===== src/flag_pkg.sv =====
// constants shared by the interlock flag pin block
// assumes a 32-bit ahb-lite register bus and a 100 MHz system clock
package flag_pkg;
    // register byte addresses
    localparam logic [7:0] OFS_FLAG_CTRL = 8'h00;
    localparam logic [7:0] OFS_LOCK_CMD = 8'h04;
    localparam logic [7:0] OFS_LOCK_STAT = 8'h08;
    localparam logic [7:0] OFS_STORE_ADDR = 8'h0C;
    localparam int ADDR_LSB = 2;
    localparam int ADDR_MSB = 7;

    // flag control layout: pin n uses bits n*stride + offset
    localparam int PIN_COUNT = 2;
    localparam int FIELD_STRIDE = 4;
    localparam int DIR_OFS = 1;
    localparam int OUT_OFS = 2;
    localparam int IN_OFS = 3;
    localparam int REQ_PIN = 0;
    localparam int ACK_PIN = 1;

    // lock status layout
    localparam int STAT_BUSY = 0;
    localparam int STAT_ACK = 1;
    localparam int STAT_ADDR_VALID = 2;
    localparam int STAT_OP_LSB = 4;
    localparam int STAT_OP_MSB = 5;
    localparam int CMD_OP_LSB = 0;
    localparam int CMD_OP_MSB = 1;
    localparam int STORE_ADDR_W = 24;

    // reset values
    localparam logic [1:0] RST_DIR = 2'h0;
    localparam logic [1:0] RST_OUT = 2'h0;
    localparam logic [1:0] RST_REQ_LEVEL = 2'h1;

    // four system clocks per instruction cycle, non-overlapping phases
    localparam int PHASE_W = 2;
    localparam logic [1:0] PH_H1_RISE = 2'h0;
    localparam logic [1:0] PH_H1_FALL = 2'h1;
    localparam logic [1:0] PH_H3_RISE = 2'h2;
    localparam logic [1:0] PH_H3_FALL = 2'h3;

    // ahb-lite encodings
    localparam logic [1:0] HTRANS_NONSEQ = 2'h2;
    localparam logic HRESP_OKAY = 1'b0;

    typedef enum logic [1:0] {OP_NONE, OP_LOAD, OP_STORE, OP_SIGNAL} lock_op_t;
    typedef enum logic [2:0] {LK_IDLE, LK_WAIT_EXEC, LK_SAMPLE, LK_RELEASE,
        LK_ADDR_WAIT, LK_ADDR_HOLD} lock_state_t;
endpackage


===== src/interlock_flag_pins.sv =====
// interlock flag pins: two general flag pins with interlock handshake
// assumes one ahb-lite master, zero-wait slave, pins through pads
//
// The placing of the registers and the AHB-Lite register port were decided locally.
`timescale 1ns/1ns
module interlock_flag_pins (
    // clock and reset
    input wire logic clk,
    input wire logic resetn,
    // ahb-lite slave
    input wire logic hsel,
    input wire logic [31:0] haddr,
    input wire logic [1:0] htrans,
    input wire logic hwrite,
    input wire logic [2:0] hsize,
    input wire logic [31:0] hwdata,
    input wire logic hready,
    output logic [31:0] hrdata,
    output logic hreadyout,
    output logic hresp,
    // external flag pins
    input wire logic [1:0] flagPinIn,
    output logic [1:0] flagPinOut,
    output logic [1:0] flagPinOe,
    // phase clocks
    output logic phaseOneClock,
    output logic phaseThreeClock,
    // pipeline side
    input wire logic pipelineConflict,
    output logic [23:0] storeAddr,
    output logic storeAddrValid
);
    logic rstSyncFirst;
    logic rstn;
    logic [1:0] phase;
    logic h3Tick;
    logic h1FallTick;
    logic [1:0] pinLevel;
    logic [1:0] dirBit;
    logic [1:0] outBit;
    logic [1:0] inBit;
    logic [1:0] next_dirBit;
    logic [1:0] next_outBit;
    logic [1:0] pinNextVal;
    logic [1:0] pinNextEn;
    logic dataWrite;
    logic [5:0] dataIndex;
    logic [5:0] addrIndex;
    logic addrTaken;
    logic wrCtrl;
    logic wrCmd;
    logic wrAddr;
    logic [31:0] ctrlView;
    logic [31:0] statView;
    logic [31:0] readMux;
    flag_pkg::lock_state_t state;
    flag_pkg::lock_state_t next_state;
    flag_pkg::lock_op_t op;
    flag_pkg::lock_op_t cmdOp;
    logic startCmd;
    logic lockDrive;
    logic lockLevel;
    logic ackSample;
    logic next_addrValid;
    logic busy;

    // true on the cycle that a phase begins
    function automatic logic phaseIs(input logic [1:0] now, input logic [1:0] which);
        phaseIs = (now == which);
    endfunction

    // bit position of a field of one pin in the flag control register
    function automatic int fieldBit(input int pin, input int ofs);
        fieldBit = pin * flag_pkg::FIELD_STRIDE + ofs;
    endfunction

    // reset release through two flip-flops
    always_ff @(posedge clk or negedge resetn)
    begin
        if (!resetn)
        begin
            rstSyncFirst <= 1'b0;
            rstn <= 1'b0;
        end
        else
        begin
            rstSyncFirst <= 1'b1;
            rstn <= rstSyncFirst;
        end
    end

    phase_gen phaseGen (
        .clk(clk),
        .rstn(rstn),
        .phase(phase),
        .phaseOneClock(phaseOneClock),
        .phaseThreeClock(phaseThreeClock)
    );

    assign h3Tick = phaseIs(phase, flag_pkg::PH_H3_RISE);
    assign h1FallTick = phaseIs(phase, flag_pkg::PH_H1_FALL);

    // pins change only at a phase three rise; the register holds the request
    genvar gi;
    generate
        for (gi = 0; gi < flag_pkg::PIN_COUNT; gi = gi + 1)
        begin : pins
            flag_pin pinCell (
                .clk(clk),
                .rstn(rstn),
                .padIn(flagPinIn[gi]),
                .padOut(flagPinOut[gi]),
                .padOe(flagPinOe[gi]),
                .applyTick(h3Tick),
                .nextVal(pinNextVal[gi]),
                .nextEn(pinNextEn[gi]),
                .levelSync(pinLevel[gi])
            );
        end
    endgenerate

    // bus address phase
    assign addrTaken = hsel && hready && (htrans == flag_pkg::HTRANS_NONSEQ);
    assign addrIndex = haddr[flag_pkg::ADDR_MSB:flag_pkg::ADDR_LSB];

    always_ff @(posedge clk or negedge rstn)
    begin
        if (!rstn)
        begin
            dataWrite <= 1'b0;
            dataIndex <= 6'h00;
        end
        else if (hready)
        begin
            dataWrite <= addrTaken && hwrite;
            dataIndex <= addrIndex;
        end
    end

    assign wrCtrl = dataWrite && (dataIndex == flag_pkg::OFS_FLAG_CTRL[7:2]);
    assign wrCmd = dataWrite && (dataIndex == flag_pkg::OFS_LOCK_CMD[7:2]);
    assign wrAddr = dataWrite && (dataIndex == flag_pkg::OFS_STORE_ADDR[7:2]);

    // software view of the control fields
    generate
        for (gi = 0; gi < flag_pkg::PIN_COUNT; gi = gi + 1)
        begin : fields
            assign next_dirBit[gi] = wrCtrl ?
                hwdata[fieldBit(gi, flag_pkg::DIR_OFS)] : dirBit[gi];
            assign next_outBit[gi] = wrCtrl ?
                hwdata[fieldBit(gi, flag_pkg::OUT_OFS)] : outBit[gi];
            assign ctrlView[fieldBit(gi, flag_pkg::DIR_OFS)] = dirBit[gi];
            assign ctrlView[fieldBit(gi, flag_pkg::OUT_OFS)] = outBit[gi];
            assign ctrlView[fieldBit(gi, flag_pkg::IN_OFS)] = inBit[gi];
            assign ctrlView[fieldBit(gi, 0)] = 1'b0;
        end
    endgenerate
    assign ctrlView[31:8] = 24'h000000;

    // request pin is taken over by the interlock sequence at its edges
    assign pinNextVal[flag_pkg::REQ_PIN] = lockDrive ? lockLevel : next_outBit[flag_pkg::REQ_PIN];
    assign pinNextEn[flag_pkg::REQ_PIN] = lockDrive || busy || next_dirBit[flag_pkg::REQ_PIN];
    assign pinNextVal[flag_pkg::ACK_PIN] = next_outBit[flag_pkg::ACK_PIN];
    assign pinNextEn[flag_pkg::ACK_PIN] = next_dirBit[flag_pkg::ACK_PIN];

    always_ff @(posedge clk or negedge rstn)
    begin
        if (!rstn)
        begin
            dirBit <= flag_pkg::RST_DIR;
            outBit <= flag_pkg::RST_OUT;
        end
        else
        begin
            dirBit <= next_dirBit;
            outBit <= next_outBit;
            if (lockDrive && h3Tick)
            begin
                outBit[flag_pkg::REQ_PIN] <= lockLevel;
            end
        end
    end

    // input bits follow the synchronised pin at each phase one fall
    always_ff @(posedge clk or negedge rstn)
    begin
        if (!rstn)
        begin
            inBit <= 2'h0;
        end
        else if (h1FallTick)
        begin
            inBit <= pinLevel;
        end
    end

    // interlock sequencer
    assign cmdOp = flag_pkg::lock_op_t'(hwdata[flag_pkg::CMD_OP_MSB:flag_pkg::CMD_OP_LSB]);
    assign busy = (state != flag_pkg::LK_IDLE);
    // a command while busy is dropped
    assign startCmd = wrCmd && !busy && (cmdOp != flag_pkg::OP_NONE);
    assign lockDrive = h3Tick && ((state == flag_pkg::LK_WAIT_EXEC)
        || (state == flag_pkg::LK_RELEASE));
    // store and release drive high, load and signal start low
    assign lockLevel = (state == flag_pkg::LK_RELEASE) || (op == flag_pkg::OP_STORE);

    always_comb
    begin
        next_state = state;
        next_addrValid = storeAddrValid;
        case (state)
            flag_pkg::LK_IDLE:
            begin
                if (startCmd)
                begin
                    next_state = flag_pkg::LK_WAIT_EXEC;
                end
            end
            flag_pkg::LK_WAIT_EXEC:
            begin
                if (h3Tick)
                begin
                    if (op != flag_pkg::OP_STORE)
                    begin
                        next_state = flag_pkg::LK_SAMPLE;
                    end
                    else if (pipelineConflict)
                    begin
                        next_state = flag_pkg::LK_ADDR_WAIT;
                    end
                    else
                    begin
                        next_state = flag_pkg::LK_ADDR_HOLD;
                        next_addrValid = 1'b1;
                    end
                end
            end
            flag_pkg::LK_ADDR_WAIT:
            begin
                if (h3Tick && !pipelineConflict)
                begin
                    next_state = flag_pkg::LK_ADDR_HOLD;
                    next_addrValid = 1'b1;
                end
            end
            flag_pkg::LK_ADDR_HOLD:
            begin
                if (h3Tick)
                begin
                    next_state = flag_pkg::LK_IDLE;
                    next_addrValid = 1'b0;
                end
            end
            flag_pkg::LK_SAMPLE:
            begin
                if (h1FallTick)
                begin
                    next_state = (op == flag_pkg::OP_SIGNAL) ?
                        flag_pkg::LK_RELEASE : flag_pkg::LK_IDLE;
                end
            end
            flag_pkg::LK_RELEASE:
            begin
                if (h3Tick)
                begin
                    next_state = flag_pkg::LK_IDLE;
                end
            end
            default:
            begin
                next_state = flag_pkg::LK_IDLE;
                next_addrValid = 1'b0;
            end
        endcase
    end

    always_ff @(posedge clk or negedge rstn)
    begin
        if (!rstn)
        begin
            state <= flag_pkg::LK_IDLE;
            op <= flag_pkg::OP_NONE;
            storeAddrValid <= 1'b0;
        end
        else
        begin
            state <= next_state;
            storeAddrValid <= next_addrValid;
            if (startCmd)
            begin
                op <= cmdOp;
            end
        end
    end

    // acknowledge taken at phase one fall while sampling
    always_ff @(posedge clk or negedge rstn)
    begin
        if (!rstn)
        begin
            ackSample <= 1'b0;
        end
        else if (h1FallTick && (state == flag_pkg::LK_SAMPLE))
        begin
            ackSample <= pinLevel[flag_pkg::ACK_PIN];
        end
    end

    // address held steady while a store is in flight
    always_ff @(posedge clk or negedge rstn)
    begin
        if (!rstn)
        begin
            storeAddr <= 24'h000000;
        end
        else if (wrAddr && !busy)
        begin
            storeAddr <= hwdata[flag_pkg::STORE_ADDR_W-1:0];
        end
    end

    // read data
    assign statView = {26'h0000000, op, 1'b0, storeAddrValid, ackSample, busy};
    assign readMux =
        (addrIndex == flag_pkg::OFS_FLAG_CTRL[7:2]) ? ctrlView :
        (addrIndex == flag_pkg::OFS_LOCK_STAT[7:2]) ? statView :
        (addrIndex == flag_pkg::OFS_STORE_ADDR[7:2]) ? {8'h00, storeAddr} :
        32'h00000000;

    always_ff @(posedge clk or negedge rstn)
    begin
        if (!rstn)
        begin
            hrdata <= 32'h00000000;
        end
        else if (addrTaken && !hwrite)
        begin
            hrdata <= readMux;
        end
    end

    // zero wait states, always OKAY
    assign hreadyout = 1'b1;
    assign hresp = flag_pkg::HRESP_OKAY;
endmodule // interlock_flag_pins


===== src/phase_gen.sv =====
// two-phase clock generator: phase one and phase three outputs
// assumes clk is the system clock; phase index is a plain counter
`timescale 1ns/1ns
module phase_gen (
    // clock and reset
    input wire logic clk,
    input wire logic rstn,
    // phase outputs
    output logic [1:0] phase,
    output logic phaseOneClock,
    output logic phaseThreeClock
);
    logic [1:0] next_phase;

    assign next_phase = phase + 2'h1;

    always_ff @(posedge clk or negedge rstn)
    begin
        if (!rstn)
        begin
            phase <= flag_pkg::PH_H1_RISE;
            phaseOneClock <= 1'b0;
            phaseThreeClock <= 1'b0;
        end
        else
        begin
            phase <= next_phase;
            phaseOneClock <= (next_phase == flag_pkg::PH_H1_RISE);
            phaseThreeClock <= (next_phase == flag_pkg::PH_H3_RISE);
        end
    end
endmodule // phase_gen


===== src/flag_pin.sv =====
// one external flag pin: input synchroniser and output driver
// assumes the pad turns the three signals into a two-way wire
`timescale 1ns/1ns
module flag_pin (
    // clock and reset
    input wire logic clk,
    input wire logic rstn,
    // pad side
    input wire logic padIn,
    output logic padOut,
    output logic padOe,
    // core side
    input wire logic applyTick,
    input wire logic nextVal,
    input wire logic nextEn,
    output logic levelSync
);
    logic syncFirst;

    // only the second stage is read: the first may be metastable
    always_ff @(posedge clk or negedge rstn)
    begin
        if (!rstn)
        begin
            syncFirst <= 1'b0;
            levelSync <= 1'b0;
        end
        else
        begin
            syncFirst <= padIn;
            levelSync <= syncFirst;
        end
    end

    always_ff @(posedge clk or negedge rstn)
    begin
        if (!rstn)
        begin
            padOut <= 1'b0;
            padOe <= 1'b0;
        end
        else if (applyTick)
        begin
            padOut <= nextVal;
            padOe <= nextEn;
        end
    end
endmodule // flag_pin


===== config.mk =====
export PLATFORM = sky130hd
export DESIGN_NAME = interlock_flag_pins
export DESIGN_NICKNAME = d
export VERILOG_FILES = /design/src/flag_pkg.sv /design/src/interlock_flag_pins.sv /design/src/phase_gen.sv /design/src/flag_pin.sv
export SDC_FILE = /design/constraint.sdc
export NUM_CORES = 1
export LEC_CHECK = 0
export BUFFER_PORTS_ARGS = -buffer_cell sky130_fd_sc_hd__buf_2
export CELL_PAD_IN_SITES_DETAIL_PLACEMENT = 1
export CELL_PAD_IN_SITES_GLOBAL_PLACEMENT = 1
export CORE_MARGIN = 2
export CORE_UTILIZATION = 37
export DETAILED_ROUTE_END_ITERATION = 16
export PLACE_DENSITY_LB_ADDON = 0.1
export REMOVE_ABC_BUFFERS = 1
export SYNTH_ARGS = -nofsm -noshare
export SYNTH_HDL_FRONTEND = slang
export SYNTH_HIERARCHICAL = 1
export SYNTH_SLANG_ARGS = --single-unit

===== constraint.sdc =====
create_clock -name clk -period 3.4 [get_ports clk]
set_clock_uncertainty 0.2 [all_clocks]
set_input_delay 0.68 -clock clk [delete_from_list [all_inputs] [get_ports clk]]
set_output_delay 0.68 -clock clk [all_outputs]
set_load 0.01 [all_outputs]

==> results.md <==
- The die extent in y is about 100 µm.
- The count of pins over their slew limit is 0.
- In the layout the commonest cells are buf_2 (94), dfrtp_1 (81), mux2_2 (39), a22o_1 (21).
- The leading area contributor after synthesis is dfrtp_1.
- The signal on the critical path passes through or4_4 > or4b_1 > mux2_4 > nand2b_4 > mux2_2.
- The overall die width is a little under 100 µm.
- At the end of the flow the core is filled with cells to 47.1%.
- The initial antenna violation count is 0.
- The vias after detailed routing is 2313.
- The setup slack on the worst flop-to-flop path is between 700 and 800 ps.
- Net switching is between 20% and 30% of the power.
- The total wirelength of the detailed-routed design is about 7.7 mm.
- Across every metal layer, demand over resource in global routing totals ~16%.
- After detailed routing, the average wire length per cell comes to 16.5 µm.
- The share of total power in sequential cells is a little over half.
- The post-synthesis to final-layout area growth is 22.5%.
- The mean cell area of the mapped netlist is 13.3 µm².
- The share of total power dissipated in combinational logic is roughly 11%.
- Clock-pin slew was measured on the worst setup and hold paths at 80 ps.
- The fraction of final layout cells sized beyond drive strength 1 is 43.9%.
- In this run the biggest area consumer among cell types represents approximately three fifths of the synthesized area.
- In the routed layout, each cell is associated on average with a via count of 5.00.
- The final number of hold-violating endpoints is 0.
- The total overflow left after global routing is 0.
- Summing the areas of all compound-gate instances in the mapped netlist gives approximately 10% of the synthesized area.
- The overall die area is between 9000 and 10000 µm².
- The via count of the first global-routing pass is around 2400.
- The count of boundary I/O pins is roughly 140.
- The transition time at the pin with the least slew margin is about 1100 ps.
- The path class of the lowest-slack min-delay path is flip-flop to flip-flop.
- The largest individual stage delay along the critical path comes from the cell or4b_1.
- Of the total synthesized cell area, the portion taken by XOR and XNOR cells is 0%.
- Across the run, the number of max-cap violations was 0.
- Summed over all cells, the static leakage comes to just over 2 nW.
- The cell area that synthesis handed to floorplanning was around 3400 µm².
- The worst path in the final design needs a cycle of between 2000 and 3000 ps, including I/O delays and setup.
- Headroom to the max-slew limit came out at 29.9%.
- Counting the buffers created by CTS gives 9.
- Of the total synthesized cell area, the portion taken by full adders, half adders and majority gates is 0.742%.
- The wire length of the first global-routing pass is approximately 12 mm.
- After clock tree synthesis, the flow added hold-fix buffers numbering 1.
- Counting every instance in the synthesized netlist gives ~250.
- The signal arrival time at the worst endpoint is approximately 2700 ps.
- Derived from the worst setup path, the maximum achievable clock frequency is about 380 MHz.
- The clock latency reported for the late side of the worst-skew pair is ~340 ps.
- The final worst-path cycle share is 77.8%.
- CTS saw just over 80 sinks.
- The setup path with the least slack is of type flip-flop to flip-flop.
- The power density normalized to cell area is just over 500 nW/µm².
- Routability-driven placement finished with a final weighted congestion of between 0.7 and 0.8.
- The DRC violation total after the first TritonRoute iteration is 48.
- The number of nets still failing antenna checks after routing is 0.
- The internal power is around 1.6 mW.
- The worst setup path is launched from a flip-flop.
- The design draws between 2 and 2.5 mW.
- Before antenna repair, the detailed router went through 3 iterations.
- Setup repair after global routing left no endpoint under its margin.
- The DRC violation count after routing is 0.
- The deepest level of the CTS H-tree is 3.
- The number of synthesized register bits is 82.
- The floorplan step defined a core boundary enclosing ~9000 µm².
- The dominant combinational cell family by area after synthesis is multiplexers.
- In the post-synthesis netlist, the biggest area contributors are dfrtp_1 (61%), mux2_2 (13%), a22o_1 (5.5%).
- The part of the Yosys area used for sequential elements is 60.9%.
- The longest clock path from root to sink contains 2 buffers.
- The flow ran to the end, and the final reports show no timing, DRC or antenna violations.
- Once the clock tree was built, the setup fixing pass inserted 0 buffers.
- The clock tree from TritonCTS is done.
- The largest stage delay on the critical path is ~630 ps.
- Of the post-synthesis cell area, the part taken by muxes is 15.3%.
- The element type at the critical path end is a flip-flop.
- The leading cell type in the layout, fill and taps excluded is buf_2.
- The layout has between 900 and 1000 filler cells.
- The required time of the worst setup path is about 3400 ps.
- Along the worst path, the maximum fanout reaches 4.
- The number of buffers inserted by port buffering is 94.
- The clock share of power is a little over a third.
- The number of warnings printed during yosys synthesis is 6.
- The area share of and/or/nand/nor cells after synthesis is about 8%.
- At the end of the flow, the number of nets in the layout was about 430.
- The number of different library cells used by synthesis comes to 41.
- The standard-cell row count is 34.
- The number of antenna diodes in the final layout is 0.
- For this design the total switching power over the nets is 0.558 mW.
- For this configuration, the core starts out at a cell density of between 30% and 40%.
- The half-perimeter wire length after detailed placement is roughly 5.4 mm.
- Entering global routing, the biggest net connects slightly above 80 pins.
- The total negative slack is 0 ps.
- The root buffer selected by CTS is clkbuf_8.
- The count of instances resized after the clock tree is built is 0.
- The worst-case IR drop observed on VDD is 0.212 mV.
- The number of setup violations in the final report is 0.
-- layer usage --
metal	vias to the layer above	wire length, µm	GRT usage, %	share of wire [%]
met4	0	109	6.32	1.4
met1	1158	3420	22.1	45
met3	10	379	3.23	4.9
li1	1084	-	-	-
met5	-	0	0	0
met2	61	3760	25.9	49
-- kinds of logic after synthesis --
family,after synthesis
compound gates,47
fa+ha+maj,2
simple gates,47
mux,46
buf+inv,27
flops,82
other cells,2
-- sequential cells by signal (all words and copies together) (netlist names), 2 cells and up --
name,flops
dataIndex,6
dirBit,2
hrdata,24
inBit,2
op,2
outBit,2
phaseGen/phase,2
pins.pinCell/levelSync,2
pins.pinCell/padOe,2
pins.pinCell/padOut,2
pins.pinCell/syncFirst,2
state,3
storeAddr,24
-- final timing paths --
check	start	endpoint	cells past startpoint
max	dataIndex[3]	pins[0].pinCell/padOe	5
min	rstSyncFirst	rstn	0
max reg2reg	dataIndex[3]	pins[0].pinCell/padOe	5
min reg2reg	rstSyncFirst	rstn	0
max in group asynchronous	rstn	storeAddr[6]	0
min in group asynchronous	rstn	hrdata[8]	0
-- power by group through the flow --
stage / logic (mW) / registers (mW) / clock network, mW
3_5_place_dp: 0.247 / 1.15 / 0
4_1_cts: 0.249 / 1.13 / 0.801
2_1_floorplan: 0.145 / 1.14 / 0
5_1_grt: 0.271 / 1.15 / 0.838
6_report: 0.244 / 1.13 / 0.771
3_3_place_gp: 0.240 / 1.15 / 0
-- synth_stat cells (all sizes together) --
master and instances:
nor2 7, a21o 3, a22o 21, or4b 1
and4 1, and3b 2, nand3b 3, nand2 11
a31o 1, dfrtp 82, clkdlybuf4s15 1, inv 6
buf 16, o21ai 9, mux2i 6, nand3 2
nor3b 1, a211o 1, ha 2, conb 2
or4 1, o22ai 1, nand4 1, a21oi 5
mux2 40, o41ai 1, a2111oi 1, nor2b 4
a22oi 2, clkbuf 4, a211oi 2, nor4 3
and2 1, nand2b 3, and3 1, or3 1
nor3 4
-- critical path: cells and delay by family (launching register included) --
kind | cells | cell delay (ps)
simple gates | 3 | 1330
mux | 2 | 630
flops | 1 | 380
-- area by class of cell --
class	count	area (µm²)	share of cell area, %
Sequential cell	82	2060	49.8
Multi-Input combinational cell	153	1200	29.0
Timing Repair Buffer	98	503	12.2
Tap cell	108	135	3.27
Clock buffer	10	128	3.09
Clock inverter	6	88.8	2.15
Inverter	6	22.5	0.545
-- per-stage QoR --
step           hold WS [ps]  instance area [µm²]  instances  worst slack (ps)
2_1_floorplan           131                 3270        241               747
3_3_place_gp            133                 3910        446               735
3_5_place_dp            136                 3910        446               744
4_1_cts                 156                 4130        463               733
5_1_grt                 173                 4130        463               682
6_report                152                 4130        463               756
(Power assumes the default switching activity.)
